<file path="src/dtdo_pkg.sv">
package dtdo_pkg;

  // register byte addresses on the 32-bit bus, data in the low byte
  localparam logic [7:0] PORT_CFG_OFS = 8'h00;
  localparam logic [7:0] SHORT_CTRL_OFS = 8'h04;
  localparam logic [7:0] MODE_CTRL_OFS = 8'h08;
  localparam logic [7:0] LONG_CTRL_OFS = 8'h0c;
  localparam logic [7:0] CAP_HIGH_OFS = 8'h10;
  localparam logic [7:0] CAP_LOW_OFS = 8'h14;
  localparam logic [7:0] RELOAD_LOW_OFS = 8'h18;
  localparam logic [7:0] RELOAD_HIGH_OFS = 8'h1c;
  localparam logic [7:0] SHORT_RELOAD_OFS = 8'h20;
  localparam logic [7:0] IRQ_MASK_OFS = 8'h24;
  localparam logic [7:0] IRQ_PEND_OFS = 8'h28;

  // short and long timer control fields
  localparam int EN_BIT = 7;
  localparam int SINGLE_BIT = 6;
  localparam int TIMEOUT_BIT = 5;
  localparam int SHORT_INT_BIT = 1;
  localparam int LONG_INT_BIT = 2;
  localparam int PIN_BIT = 0;
  // mode control fields
  localparam int DEMOD_BIT = 7;
  localparam int COMBINE_BIT = 6;
  localparam int LOGIC_LO = 4;
  localparam int SUB_LO = 2;
  localparam int RISE_BIT = 1;
  localparam int FALL_BIT = 0;
  // port configuration and interrupt mask fields
  localparam int COMP_ROUTE_BIT = 0;
  localparam int IRQ_GLOBAL_BIT = 7;
  localparam int IRQ_NUM = 6;
  localparam int IRQ_SHORT = 4;
  localparam int IRQ_LONG = 5;

  localparam logic [7:0] CTRL_RST = 8'h00;
  localparam logic [7:0] RELOAD8_RST = 8'hff;
  localparam logic [15:0] LONG_ALL_ONES = 16'hffff;

  localparam logic [1:0] LOGIC_AND = 2'h0;
  localparam logic [1:0] LOGIC_OR = 2'h1;
  localparam logic [1:0] LOGIC_NOR = 2'h2;
  localparam logic [1:0] LOGIC_NAND = 2'h3;
  localparam logic [1:0] SUB_PING_PONG = 2'h1;
  localparam logic [1:0] SUB_FORCE_LOW = 2'h2;
  localparam logic [1:0] SUB_FORCE_HIGH = 2'h3;
  localparam logic [1:0] EDGE_FALLING = 2'h0;
  localparam logic [1:0] EDGE_RISING = 2'h1;

  typedef enum logic [2:0] {
    DTDO_L_IDLE = 3'b001,
    DTDO_L_ARMED = 3'b010,
    DTDO_L_RUN = 3'b100
  } dtdo_lstate_t;

  // sticky status: a set in the same cycle as the clear wins
  function automatic logic dtdo_w1c(input logic cur, input logic set, input logic clr);
    return set | (cur & ~clr);
  endfunction : dtdo_w1c

  function automatic logic dtdo_logic(input logic [1:0] sel, input logic a, input logic b);
    logic r;
    r = 1'b0;
    case (sel)
      LOGIC_AND: r = a & b;
      LOGIC_OR: r = a | b;
      LOGIC_NOR: r = ~(a | b);
      default: r = ~(a & b);
    endcase
    return r;
  endfunction : dtdo_logic

endpackage : dtdo_pkg

</file>
<file path="src/dtdo_sync.sv">
`timescale 1ns/1ps
module dtdo_sync #(
  parameter int W = 1
) (
  input wire logic clk_i, // core clock
  input wire logic rst_n_i, // async reset, active low
  input wire logic [W-1:0] d_i, // asynchronous pin levels
  output logic [W-1:0] q_o, // synchronised levels
  output logic [W-1:0] rise_o, // one-cycle rising edge pulse
  output logic [W-1:0] fall_o // one-cycle falling edge pulse
);

  logic [W-1:0] meta_reg;
  logic [W-1:0] sync_reg;
  logic [W-1:0] last_reg;

  // edges are taken from the second and third stage only
  always_ff @(posedge clk_i or negedge rst_n_i)
  begin
    if (!rst_n_i)
    begin
      meta_reg <= '0;
      sync_reg <= '0;
      last_reg <= '0;
    end
    else
    begin
      meta_reg <= d_i;
      sync_reg <= meta_reg;
      last_reg <= sync_reg;
    end
  end

  assign q_o = sync_reg;
  assign rise_o = sync_reg & ~last_reg;
  assign fall_o = ~sync_reg & last_reg;

endmodule : dtdo_sync

</file>
<file path="src/dtdo_top.sv">
// How it works
// - in capture mode 0, a later selected edge stores the inverted count in capture bytes
// - each capture sets the rising or falling status bit and requests an interrupt if enabled
// - after each capture the long counter reloads all ones and keeps counting, or stops if the single bit is set
// - ping-pong: hardware toggles both enables so exactly one counter runs
// - ping-pong: each counter sets its timeout bit at every terminal count
// - short pin output bit routes the short counter output to its port pin unless port configuration bit 0 is set
// - long pin output bit routes the long counter output to its port pin
// - combine bit drives the third pin with both outputs combined by the logic field
// - six interrupt requests, two from the timers, masked singly and globally
// - port configuration bit 0 routes comparator outputs to two pins, else normal port
// - demodulation: first selected edge after enable reloads all ones and starts counting
// - demodulation edge status stays set until software writes a one to it
// - transmit mode combines outputs by and, or, nor or nand per logic field
// - timeout bits stay set until a one is written; writing zero does nothing
`timescale 1ns/1ps
module dtdo_top (
  input wire logic CORE_CLK_I, // 200 MHz core clock
  input wire logic RESETN_I, // async reset, active low
  input wire logic [7:0] AVS_ADDRESS_I, // byte address
  input wire logic AVS_READ_I, // read request
  input wire logic AVS_WRITE_I, // write request
  input wire logic [31:0] AVS_WRITEDATA_I, // write data, low byte used
  input wire logic [3:0] AVS_BYTEENABLE_I, // lane 0 gates writes
  output logic [31:0] AVS_READDATA_O, // read data
  output logic AVS_WAITREQUEST_O, // stall
  input wire logic CARRIER_I, // modulated carrier pin
  input wire logic [1:0] COMP_I, // comparator outputs
  input wire logic [2:0] PORT3_IRQ_I, // port 3 interrupt pins
  input wire logic LOW_VOLT_I, // low voltage detect
  input wire logic [3:0] PORT_OUT_I, // normal port output data
  output logic SHORT_TIMER_PIN_O, // pin shared with short counter
  output logic LONG_TIMER_PIN_O, // pin shared with long counter
  output logic COMBINED_TIMER_PIN_O, // pin for combined outputs
  output logic COMPARATOR_SECOND_PIN_O, // pin for second comparator
  output logic [5:0] IRQ_O // masked interrupt requests
);

  logic wait_reg;
  logic [31:0] rdata_reg;
  logic [7:0] rd_mux;
  logic [7:0] wdata8;
  logic wr_en;
  logic wr_stc, wr_mode, wr_ltc;
  logic [7:0] port_cfg_reg;
  logic [7:0] short_ctrl_reg, short_ctrl_next;
  logic [7:0] mode_ctrl_reg, mode_ctrl_next;
  logic [7:0] long_ctrl_reg, long_ctrl_next;
  logic [15:0] cap_reg;
  logic [15:0] reload16_reg;
  logic [7:0] short_reload_reg;
  logic [7:0] irq_mask_reg;
  logic [7:0] short_cnt_reg;
  logic short_run_reg;
  logic short_out_reg;
  logic [15:0] long_cnt_reg;
  logic [15:0] long_cnt_inv;
  logic long_out_reg;
  dtdo_pkg::dtdo_lstate_t lstate_reg;
  logic [6:0] pin_sync, pin_rise, pin_fall;
  logic [5:0] irq_src;
  logic demod, pp_mode, edge_hit, cap_evt;
  logic s_tc, l_zero, l_tc, long_val, combo;

  dtdo_sync #(
    .W(7)
  ) u_sync (
    .clk_i(CORE_CLK_I),
    .rst_n_i(RESETN_I),
    .d_i({LOW_VOLT_I, PORT3_IRQ_I, COMP_I, CARRIER_I}),
    .q_o(pin_sync),
    .rise_o(pin_rise),
    .fall_o(pin_fall)
  );

  // one wait state per request keeps the read mux off the bus path
  always_ff @(posedge CORE_CLK_I or negedge RESETN_I)
  begin
    if (!RESETN_I)
    begin
      wait_reg <= 1'b1;
      rdata_reg <= '0;
    end
    else
    begin
      wait_reg <= ~((AVS_READ_I | AVS_WRITE_I) & wait_reg);
      if (AVS_READ_I && wait_reg)
        rdata_reg <= {24'h000000, rd_mux};
    end
  end

  assign wdata8 = AVS_WRITEDATA_I[7:0];
  assign wr_en = AVS_WRITE_I & ~wait_reg & AVS_BYTEENABLE_I[0];
  assign wr_stc = wr_en & (AVS_ADDRESS_I == dtdo_pkg::SHORT_CTRL_OFS);
  assign wr_mode = wr_en & (AVS_ADDRESS_I == dtdo_pkg::MODE_CTRL_OFS);
  assign wr_ltc = wr_en & (AVS_ADDRESS_I == dtdo_pkg::LONG_CTRL_OFS);

  // port configuration is write only and reads back zero
  always_comb
  begin
    rd_mux = 8'h00;
    if (AVS_ADDRESS_I == dtdo_pkg::SHORT_CTRL_OFS)
      rd_mux = short_ctrl_reg;
    else if (AVS_ADDRESS_I == dtdo_pkg::MODE_CTRL_OFS)
      rd_mux = mode_ctrl_reg;
    else if (AVS_ADDRESS_I == dtdo_pkg::LONG_CTRL_OFS)
      rd_mux = long_ctrl_reg;
    else if (AVS_ADDRESS_I == dtdo_pkg::CAP_HIGH_OFS)
      rd_mux = cap_reg[15:8];
    else if (AVS_ADDRESS_I == dtdo_pkg::CAP_LOW_OFS)
      rd_mux = cap_reg[7:0];
    else if (AVS_ADDRESS_I == dtdo_pkg::RELOAD_LOW_OFS)
      rd_mux = reload16_reg[7:0];
    else if (AVS_ADDRESS_I == dtdo_pkg::RELOAD_HIGH_OFS)
      rd_mux = reload16_reg[15:8];
    else if (AVS_ADDRESS_I == dtdo_pkg::SHORT_RELOAD_OFS)
      rd_mux = short_reload_reg;
    else if (AVS_ADDRESS_I == dtdo_pkg::IRQ_MASK_OFS)
      rd_mux = irq_mask_reg;
    else if (AVS_ADDRESS_I == dtdo_pkg::IRQ_PEND_OFS)
      rd_mux = {2'h0, irq_src};
  end

  // plain storage registers
  always_ff @(posedge CORE_CLK_I or negedge RESETN_I)
  begin
    if (!RESETN_I)
    begin
      port_cfg_reg <= dtdo_pkg::CTRL_RST;
      reload16_reg <= dtdo_pkg::LONG_ALL_ONES;
      short_reload_reg <= dtdo_pkg::RELOAD8_RST;
      irq_mask_reg <= dtdo_pkg::CTRL_RST;
    end
    else if (wr_en)
    begin
      if (AVS_ADDRESS_I == dtdo_pkg::PORT_CFG_OFS)
        port_cfg_reg <= wdata8;
      else if (AVS_ADDRESS_I == dtdo_pkg::RELOAD_LOW_OFS)
        reload16_reg[7:0] <= wdata8;
      else if (AVS_ADDRESS_I == dtdo_pkg::RELOAD_HIGH_OFS)
        reload16_reg[15:8] <= wdata8;
      else if (AVS_ADDRESS_I == dtdo_pkg::SHORT_RELOAD_OFS)
        short_reload_reg <= wdata8;
      else if (AVS_ADDRESS_I == dtdo_pkg::IRQ_MASK_OFS)
        irq_mask_reg <= wdata8;
    end
  end

  assign demod = mode_ctrl_reg[dtdo_pkg::DEMOD_BIT];
  assign pp_mode = ~demod & (mode_ctrl_reg[dtdo_pkg::SUB_LO+:2] == dtdo_pkg::SUB_PING_PONG);
  assign edge_hit = (mode_ctrl_reg[dtdo_pkg::LOGIC_LO+:2] == dtdo_pkg::EDGE_FALLING) ? pin_fall[0] :
                    (mode_ctrl_reg[dtdo_pkg::LOGIC_LO+:2] == dtdo_pkg::EDGE_RISING) ? pin_rise[0] :
                    (pin_rise[0] | pin_fall[0]);
  assign cap_evt = demod & (lstate_reg == dtdo_pkg::DTDO_L_RUN) & long_ctrl_reg[dtdo_pkg::EN_BIT] & edge_hit;
  assign s_tc = short_ctrl_reg[dtdo_pkg::EN_BIT] & short_run_reg & (short_cnt_reg == 8'h00);
  assign l_zero = (lstate_reg == dtdo_pkg::DTDO_L_RUN) & (long_cnt_reg == 16'h0000) & ~cap_evt;
  assign l_tc = l_zero & ~demod;
  assign long_cnt_inv = ~long_cnt_reg;

  // hardware enable changes beat a software write in the same cycle
  always_comb
  begin
    short_ctrl_next = wr_stc ? wdata8 : short_ctrl_reg;
    short_ctrl_next[dtdo_pkg::TIMEOUT_BIT] = dtdo_pkg::dtdo_w1c(short_ctrl_reg[dtdo_pkg::TIMEOUT_BIT], s_tc,
      wr_stc & wdata8[dtdo_pkg::TIMEOUT_BIT]);
    if (s_tc && (short_ctrl_reg[dtdo_pkg::SINGLE_BIT] || pp_mode))
      short_ctrl_next[dtdo_pkg::EN_BIT] = 1'b0;
    if (l_tc && pp_mode)
      short_ctrl_next[dtdo_pkg::EN_BIT] = 1'b1;
    long_ctrl_next = wr_ltc ? wdata8 : long_ctrl_reg;
    long_ctrl_next[dtdo_pkg::TIMEOUT_BIT] = dtdo_pkg::dtdo_w1c(long_ctrl_reg[dtdo_pkg::TIMEOUT_BIT], l_zero,
      wr_ltc & wdata8[dtdo_pkg::TIMEOUT_BIT]);
    if ((l_tc && (long_ctrl_reg[dtdo_pkg::SINGLE_BIT] || pp_mode)) ||
        (cap_evt && long_ctrl_reg[dtdo_pkg::SINGLE_BIT]))
      long_ctrl_next[dtdo_pkg::EN_BIT] = 1'b0;
    if (s_tc && pp_mode)
      long_ctrl_next[dtdo_pkg::EN_BIT] = 1'b1;
    mode_ctrl_next = wr_mode ? wdata8 : mode_ctrl_reg;
    if (demod)
    begin
      mode_ctrl_next[dtdo_pkg::RISE_BIT] = dtdo_pkg::dtdo_w1c(mode_ctrl_reg[dtdo_pkg::RISE_BIT],
        cap_evt & pin_rise[0], wr_mode & wdata8[dtdo_pkg::RISE_BIT]);
      mode_ctrl_next[dtdo_pkg::FALL_BIT] = dtdo_pkg::dtdo_w1c(mode_ctrl_reg[dtdo_pkg::FALL_BIT],
        cap_evt & pin_fall[0], wr_mode & wdata8[dtdo_pkg::FALL_BIT]);
    end
  end

  always_ff @(posedge CORE_CLK_I or negedge RESETN_I)
  begin
    if (!RESETN_I)
    begin
      short_ctrl_reg <= dtdo_pkg::CTRL_RST;
      mode_ctrl_reg <= dtdo_pkg::CTRL_RST;
      long_ctrl_reg <= dtdo_pkg::CTRL_RST;
    end
    else
    begin
      short_ctrl_reg <= short_ctrl_next;
      mode_ctrl_reg <= mode_ctrl_next;
      long_ctrl_reg <= long_ctrl_next;
    end
  end

  // short counter: down count, reload at zero, output toggles there
  always_ff @(posedge CORE_CLK_I or negedge RESETN_I)
  begin
    if (!RESETN_I)
    begin
      short_cnt_reg <= 8'h00;
      short_run_reg <= 1'b0;
      short_out_reg <= 1'b0;
    end
    else if (!short_ctrl_reg[dtdo_pkg::EN_BIT])
    begin
      short_run_reg <= 1'b0;
      short_out_reg <= ~mode_ctrl_reg[dtdo_pkg::RISE_BIT];
    end
    else if (!short_run_reg)
    begin
      short_cnt_reg <= short_reload_reg;
      short_run_reg <= 1'b1;
      short_out_reg <= mode_ctrl_reg[dtdo_pkg::RISE_BIT];
    end
    else if (s_tc)
    begin
      short_cnt_reg <= short_reload_reg;
      short_out_reg <= ~short_out_reg;
    end
    else
      short_cnt_reg <= short_cnt_reg - 8'h01;
  end

  // long counter: transmit runs straight away, demodulation waits for an edge
  always_ff @(posedge CORE_CLK_I or negedge RESETN_I)
  begin
    if (!RESETN_I)
    begin
      lstate_reg <= dtdo_pkg::DTDO_L_IDLE;
      long_cnt_reg <= 16'h0000;
      cap_reg <= 16'h0000;
    end
    else
    begin
      case (lstate_reg)
        dtdo_pkg::DTDO_L_IDLE:
        begin
          if (long_ctrl_reg[dtdo_pkg::EN_BIT] && demod)
            lstate_reg <= dtdo_pkg::DTDO_L_ARMED;
          else if (long_ctrl_reg[dtdo_pkg::EN_BIT])
          begin
            long_cnt_reg <= reload16_reg;
            lstate_reg <= dtdo_pkg::DTDO_L_RUN;
          end
        end
        dtdo_pkg::DTDO_L_ARMED:
        begin
          if (!long_ctrl_reg[dtdo_pkg::EN_BIT])
            lstate_reg <= dtdo_pkg::DTDO_L_IDLE;
          else if (edge_hit)
          begin
            long_cnt_reg <= dtdo_pkg::LONG_ALL_ONES;
            lstate_reg <= dtdo_pkg::DTDO_L_RUN;
          end
        end
        dtdo_pkg::DTDO_L_RUN:
        begin
          if (!long_ctrl_reg[dtdo_pkg::EN_BIT])
            lstate_reg <= dtdo_pkg::DTDO_L_IDLE;
          else if (cap_evt)
          begin
            cap_reg <= long_cnt_inv;
            long_cnt_reg <= dtdo_pkg::LONG_ALL_ONES;
          end
          else if (l_zero)
            long_cnt_reg <= demod ? dtdo_pkg::LONG_ALL_ONES : reload16_reg;
          else
            long_cnt_reg <= long_cnt_reg - 16'h0001;
        end
        default: lstate_reg <= dtdo_pkg::DTDO_L_IDLE;
      endcase
    end
  end

  always_ff @(posedge CORE_CLK_I or negedge RESETN_I)
  begin
    if (!RESETN_I)
      long_out_reg <= 1'b0;
    else if (!long_ctrl_reg[dtdo_pkg::EN_BIT])
      long_out_reg <= ~mode_ctrl_reg[dtdo_pkg::FALL_BIT];
    else if (lstate_reg == dtdo_pkg::DTDO_L_IDLE && !demod)
      long_out_reg <= mode_ctrl_reg[dtdo_pkg::FALL_BIT];
    else if (l_tc)
      long_out_reg <= ~long_out_reg;
  end

  // force sub-modes override the long output immediately
  assign long_val = (~demod && mode_ctrl_reg[dtdo_pkg::SUB_LO+:2] == dtdo_pkg::SUB_FORCE_LOW) ? 1'b0 :
                    (~demod && mode_ctrl_reg[dtdo_pkg::SUB_LO+:2] == dtdo_pkg::SUB_FORCE_HIGH) ? 1'b1 :
                    long_out_reg;
  assign combo = dtdo_pkg::dtdo_logic(mode_ctrl_reg[dtdo_pkg::LOGIC_LO+:2], short_out_reg, long_val);

  assign irq_src = {
    long_ctrl_reg[dtdo_pkg::LONG_INT_BIT] & (long_ctrl_reg[dtdo_pkg::TIMEOUT_BIT] |
      (demod & (mode_ctrl_reg[dtdo_pkg::RISE_BIT] | mode_ctrl_reg[dtdo_pkg::FALL_BIT]))),
    short_ctrl_reg[dtdo_pkg::SHORT_INT_BIT] & short_ctrl_reg[dtdo_pkg::TIMEOUT_BIT],
    pin_sync[6:3]
  };

  // pins and interrupts leave through flops; comparator routing wins on the shared pin
  always_ff @(posedge CORE_CLK_I or negedge RESETN_I)
  begin
    if (!RESETN_I)
    begin
      SHORT_TIMER_PIN_O <= 1'b0;
      LONG_TIMER_PIN_O <= 1'b0;
      COMBINED_TIMER_PIN_O <= 1'b0;
      COMPARATOR_SECOND_PIN_O <= 1'b0;
      IRQ_O <= 6'h00;
    end
    else
    begin
      SHORT_TIMER_PIN_O <= port_cfg_reg[dtdo_pkg::COMP_ROUTE_BIT] ? pin_sync[1] :
        short_ctrl_reg[dtdo_pkg::PIN_BIT] ? short_out_reg : PORT_OUT_I[0];
      LONG_TIMER_PIN_O <= long_ctrl_reg[dtdo_pkg::PIN_BIT] ? long_val : PORT_OUT_I[1];
      COMBINED_TIMER_PIN_O <= mode_ctrl_reg[dtdo_pkg::COMBINE_BIT] ? combo : PORT_OUT_I[2];
      COMPARATOR_SECOND_PIN_O <= port_cfg_reg[dtdo_pkg::COMP_ROUTE_BIT] ? pin_sync[2] : PORT_OUT_I[3];
      IRQ_O <= irq_mask_reg[dtdo_pkg::IRQ_GLOBAL_BIT] ? (irq_src & irq_mask_reg[5:0]) : 6'h00;
    end
  end

  assign AVS_WAITREQUEST_O = wait_reg;
  assign AVS_READDATA_O = rdata_reg;
endmodule : dtdo_top

</file>
<file path="config.mk">
export PLATFORM = sky130hd
export DESIGN_NAME = dtdo_top
export DESIGN_NICKNAME = d
export VERILOG_FILES = /design/src/dtdo_pkg.sv /design/src/dtdo_sync.sv /design/src/dtdo_top.sv
export SDC_FILE = /design/constraint.sdc
export NUM_CORES = 1
export LEC_CHECK = 0
export ABC_CLOCK_PERIOD_IN_PS = 3100
export BUFFER_PORTS_ARGS = -buffer_cell sky130_fd_sc_hd__buf_2
export CAP_MARGIN = 15
export CORE_ASPECT_RATIO = 1.2
export CORE_MARGIN = 2
export CORE_UTILIZATION = 40
export CTS_CLUSTER_DIAMETER = 40
export DETAILED_ROUTE_END_ITERATION = 12
export SETUP_SLACK_MARGIN = 0.3
export SLEW_MARGIN = 25
export SYNTH_ARGS = -nofsm -noshare
export SYNTH_HDL_FRONTEND = slang
export SYNTH_SLANG_ARGS = --single-unit
export TNS_END_PERCENT = 50
</file>
<file path="constraint.sdc">
create_clock -name CORE_CLK_I -period 3.1 [get_ports CORE_CLK_I]
set_clock_uncertainty 0.15 [all_clocks]
set_input_delay 0.31 -clock CORE_CLK_I [delete_from_list [all_inputs] [get_ports CORE_CLK_I]]
set_output_delay 0.31 -clock CORE_CLK_I [all_outputs]
set_load 0.01 [all_outputs]
</file>
==> impl_metrics.env <==
export IMPL_status="finished, final reports clean"
export IMPL_cp_end_kind="flop"
export IMPL_ys_warnings_count=0
export IMPL_power_switching_mw=1.33
export IMPL_drtIter0Drc=402
export IMPL_num_io_pins=102
export IMPL_yosysUniqueCellTypes=76
export IMPL_finalWeightedCongestion=0.908
export IMPL_io_buffers=50
export IMPL_die_y_um=151
export IMPL_crit_buf_inv=0
export IMPL_die_area_um2=19200
export IMPL_clkLatencyLatePin_ns=0.43
export IMPL_p_sw_frac=0.283
export IMPL_finalCriticalPeriod_ns=2.58
export IMPL_min_delay_path_class="in2reg"
export IMPL_num_vias=6029
export IMPL_rsz0062_at_grt="no"
export IMPL_synth_edff_count=0
export IMPL_cp_required_ns=3.27
export IMPL_syn_avg_cell_area_um2=10.0
export IMPL_place_inst=976
export IMPL_maxCapViolCount=0
export IMPL_drive_gt1_frac=0.265
export IMPL_synthDominantAreaCellType="dfrtp_1"
export IMPL_power_density_nw_per_um2=558
export IMPL_worst_setup_path_start_kind="flop"
export IMPL_synth_area_top_cells="dfrtp_1, dfstp_2, mux2_2, nand2_1, o21ai_0"
export IMPL_grt_antenna_before_repair=0
export IMPL_ir_drop_mv=0.324
export IMPL_nets=852
export IMPL_r2r_end="long_cnt_reg[15]$_DFFE_PN0P_"
export IMPL_area_delta_synth_final_pct=16.8
export IMPL_clk_pin_slew_ns=0.06
export IMPL_slew_violations=0
export IMPL_dr_pass1_iters=7
export IMPL_instances_no_fill=1021
export IMPL_cpPeakStageDelay_ns=0.49
export IMPL_worst_pin_slew_ns=0.760
export IMPL_cp_arrival_ns=2.75
export IMPL_setup_viol=0
export IMPL_start_util=0.410
export IMPL_drc=0
export IMPL_ant_nets=0
export IMPL_cp_max_fo=9
export IMPL_root_buffer="clkbuf_16"
export IMPL_antenna_cells=0
export IMPL_yosysSeqAreaShare=0.479
export IMPL_syn_cell_area_um2=7230
export IMPL_cpMaxStageDelayCell="dfrtp_1"
export IMPL_timing_final_crit_share=0.831
export IMPL_fin_tns_setup_ns=0
export IMPL_routed_wl_mm=21.4
export IMPL_rows=53
export IMPL_final_hold_viol_count=0
export IMPL_combPwrFrac=0.143
export IMPL_min_path_cells=3
export IMPL_cts_setup_buffers=0
export IMPL_cts_sinks=137
export IMPL_clock_path_buffers=2
export IMPL_worstSetupPathType="reg2reg"
export IMPL_p_leak_nw=3.72
export IMPL_critical_path_top_delay_family="simple AND/OR/NAND/NOR gates"
export IMPL_track_usage=0.232
export IMPL_viasPerCell=5.90
export IMPL_synth_seq_cells=137
export IMPL_path_depth=5
export IMPL_h_tree_depth=4
export IMPL_r2r_start="long_cnt_reg[4]$_DFFE_PN0P_"
export IMPL_fp_dieW_um=127
export IMPL_grt_max_degree=71
export IMPL_rr_worst_depth=5
export IMPL_ys_flop_type="dfrtp_1"
export IMPL_grt_first_pass_wirelength_mm=33.5
export IMPL_hpwl_mm=15.6
export IMPL_p_int_mw=3.38
export IMPL_grt_overflow_total=0
export IMPL_hold_start="PORT_OUT_I[0]"
export IMPL_fmax_mhz=388
export IMPL_p_seq_frac=0.430
export IMPL_min_to="SHORT_TIMER_PIN_O$_DFF_PN0_"
export IMPL_timing_slew_headroom=0.491
export IMPL_coreArea_um2=17600
export IMPL_synth_top_area_share=0.384
export IMPL_grt_pass1_vias=5966
export IMPL_netlist_instances=721
export IMPL_post_drt_wl_per_cell_um=20.9
export IMPL_async_reset_ff_frac=1.00
export IMPL_clockPowerShare=0.427
export IMPL_cp_cell_sequence="nor4_2 -> nand4_1 -> o31a_1 -> nand2b_1 -> o221a_2"
export IMPL_cts_tree="built"
export IMPL_cts_made_buffers=17
export IMPL_reg2reg_slack_ns=0.52
cell usage after synthesis (6+ instances only):
master	number
dfrtp_1	111
nand2_1	69
mux2_2	53
nor2_1	51
o21ai_0	46
a21oi_1	35
clkbuf_1	33
dfstp_2	26
buf_4	24
inv_1	20
nand2b_1	14
o22ai_1	13
nand3_1	12
and3_1	11
nor3_1	10
o221a_2	10
o211ai_1	9
a22oi_1	8
a31oi_1	8
nor2b_1	8
a211o_1	7
and2_1	7
mux2i_1	7
nand4_1	7
a2bb2oi_1	6
nor3b_1	6
nor4_1	6
or3_1	6
or4_1	6
layer usage:
metal,global-route usage,share of wire,up-vias
met3,0.0463,0.046,60
met5,0,0,-
met4,0.118,0.048,0
li1,-,-,2745
met1,0.284,0.42,2991
met2,0.391,0.49,233
power by group through the flow:
| stage | combinational (mW) | sequential (mW) | clock [mW] |
|---|---|---|---|
| floorplan | 0.461 | 2.01 | 0 |
| global placement | 0.638 | 2.05 | 0 |
| detailed placement | 0.649 | 2.05 | 0 |
| CTS | 0.668 | 2.02 | 2.04 |
| global route | 0.755 | 2.04 | 2.12 |
| finish | 0.671 | 2.03 | 2.01 |
cell usage in the layout, fill, tap and decap left out, drive strengths merged, types with 9 or more instances in the layout:
cell type / n
clkbuf: 18
o22ai: 13
conb: 24
o221a: 10
a21oi: 35
dfstp: 26
nand3: 14
dfrtp: 111
and3: 11
o21ai: 46
nor4: 9
dlygate4sd3: 13
inv: 23
mux2: 53
nor2: 51
nand2b: 14
nand2: 69
o211ai: 9
nor3: 11
buf: 76
worst max-delay path by stage:
stage                                      startpoint  slack (ns)                           end
after floorplan               u_sync.q_o[0]$_DFF_PN0_        0.79   long_cnt_reg[9]$_DFFE_PN0P_
after detailed placement  long_cnt_reg[4]$_DFFE_PN0P_        0.45  long_cnt_reg[15]$_DFFE_PN0P_
final                     long_cnt_reg[4]$_DFFE_PN0P_        0.52  long_cnt_reg[15]$_DFFE_PN0P_
after global routing      long_cnt_reg[0]$_DFFE_PN0P_        0.34  long_cnt_reg[10]$_DFFE_PN0P_
after CTS                 long_cnt_reg[4]$_DFFE_PN0P_        0.44  long_cnt_reg[15]$_DFFE_PN0P_
after global placement    long_cnt_reg[4]$_DFFE_PN0P_        0.48  long_cnt_reg[15]$_DFFE_PN0P_
metrics by stage:
step	total power [mW]	cell area (µm²)	utilization	worst slack, ns	hold slack [ns]
6_report	4.71	8440	0.479	0.524	0.0167
5_1_grt	4.91	8440	0.479	0.337	0.0620
4_1_cts	4.73	8440	0.478	0.441	0.0110
3_5_place_dp	2.70	7720	0.438	0.451	0.185
3_3_place_gp	2.68	7720	0.438	0.480	0.183
2_1_floorplan	2.47	7320	-	0.786	-0.136
kinds of logic (layout without fill, tap and decap cells):
group | count (synthesis) | count (layout) | synth area share
buffers and inverters | 85 | 142 | 0.0583
other | 1 | 24 | 0.000519
flip-flops | 137 | 137 | 0.479
adder cells (fa/ha/maj) | 6 | 6 | 0.0100
AND/OR/NAND/NOR | 237 | 237 | 0.175
multiplexers | 60 | 60 | 0.0922
AO/OA/AOI/OAI | 191 | 191 | 0.181
XOR/XNOR | 4 | 4 | 0.00485
tightest hold or removal path: stages:
cell and delay, ns:
buf_2 0.07, mux2i_1 0.05, o21ai_0 0.13
area by class of cell:
class                           instances  area (µm²)
Fill cell                            1646        9200
Sequential cell                       137        3460
Multi-Input combinational cell        522        3450
Timing Repair Buffer                   89         594
Clock buffer                           18         439
Tap cell                              220         275
Clock inverter                         14         148
Inverter                               21        78.8
timing repair:
item | 4_1_cts | 5_1_grt
hold endpoints to repair | 63 | 0
gates resized for setup | 0 | 1
hold buffers | 13 | 0
setup endpoints to repair | 0 | 9
No activity file was read; power rests on OpenSTA's default activity.
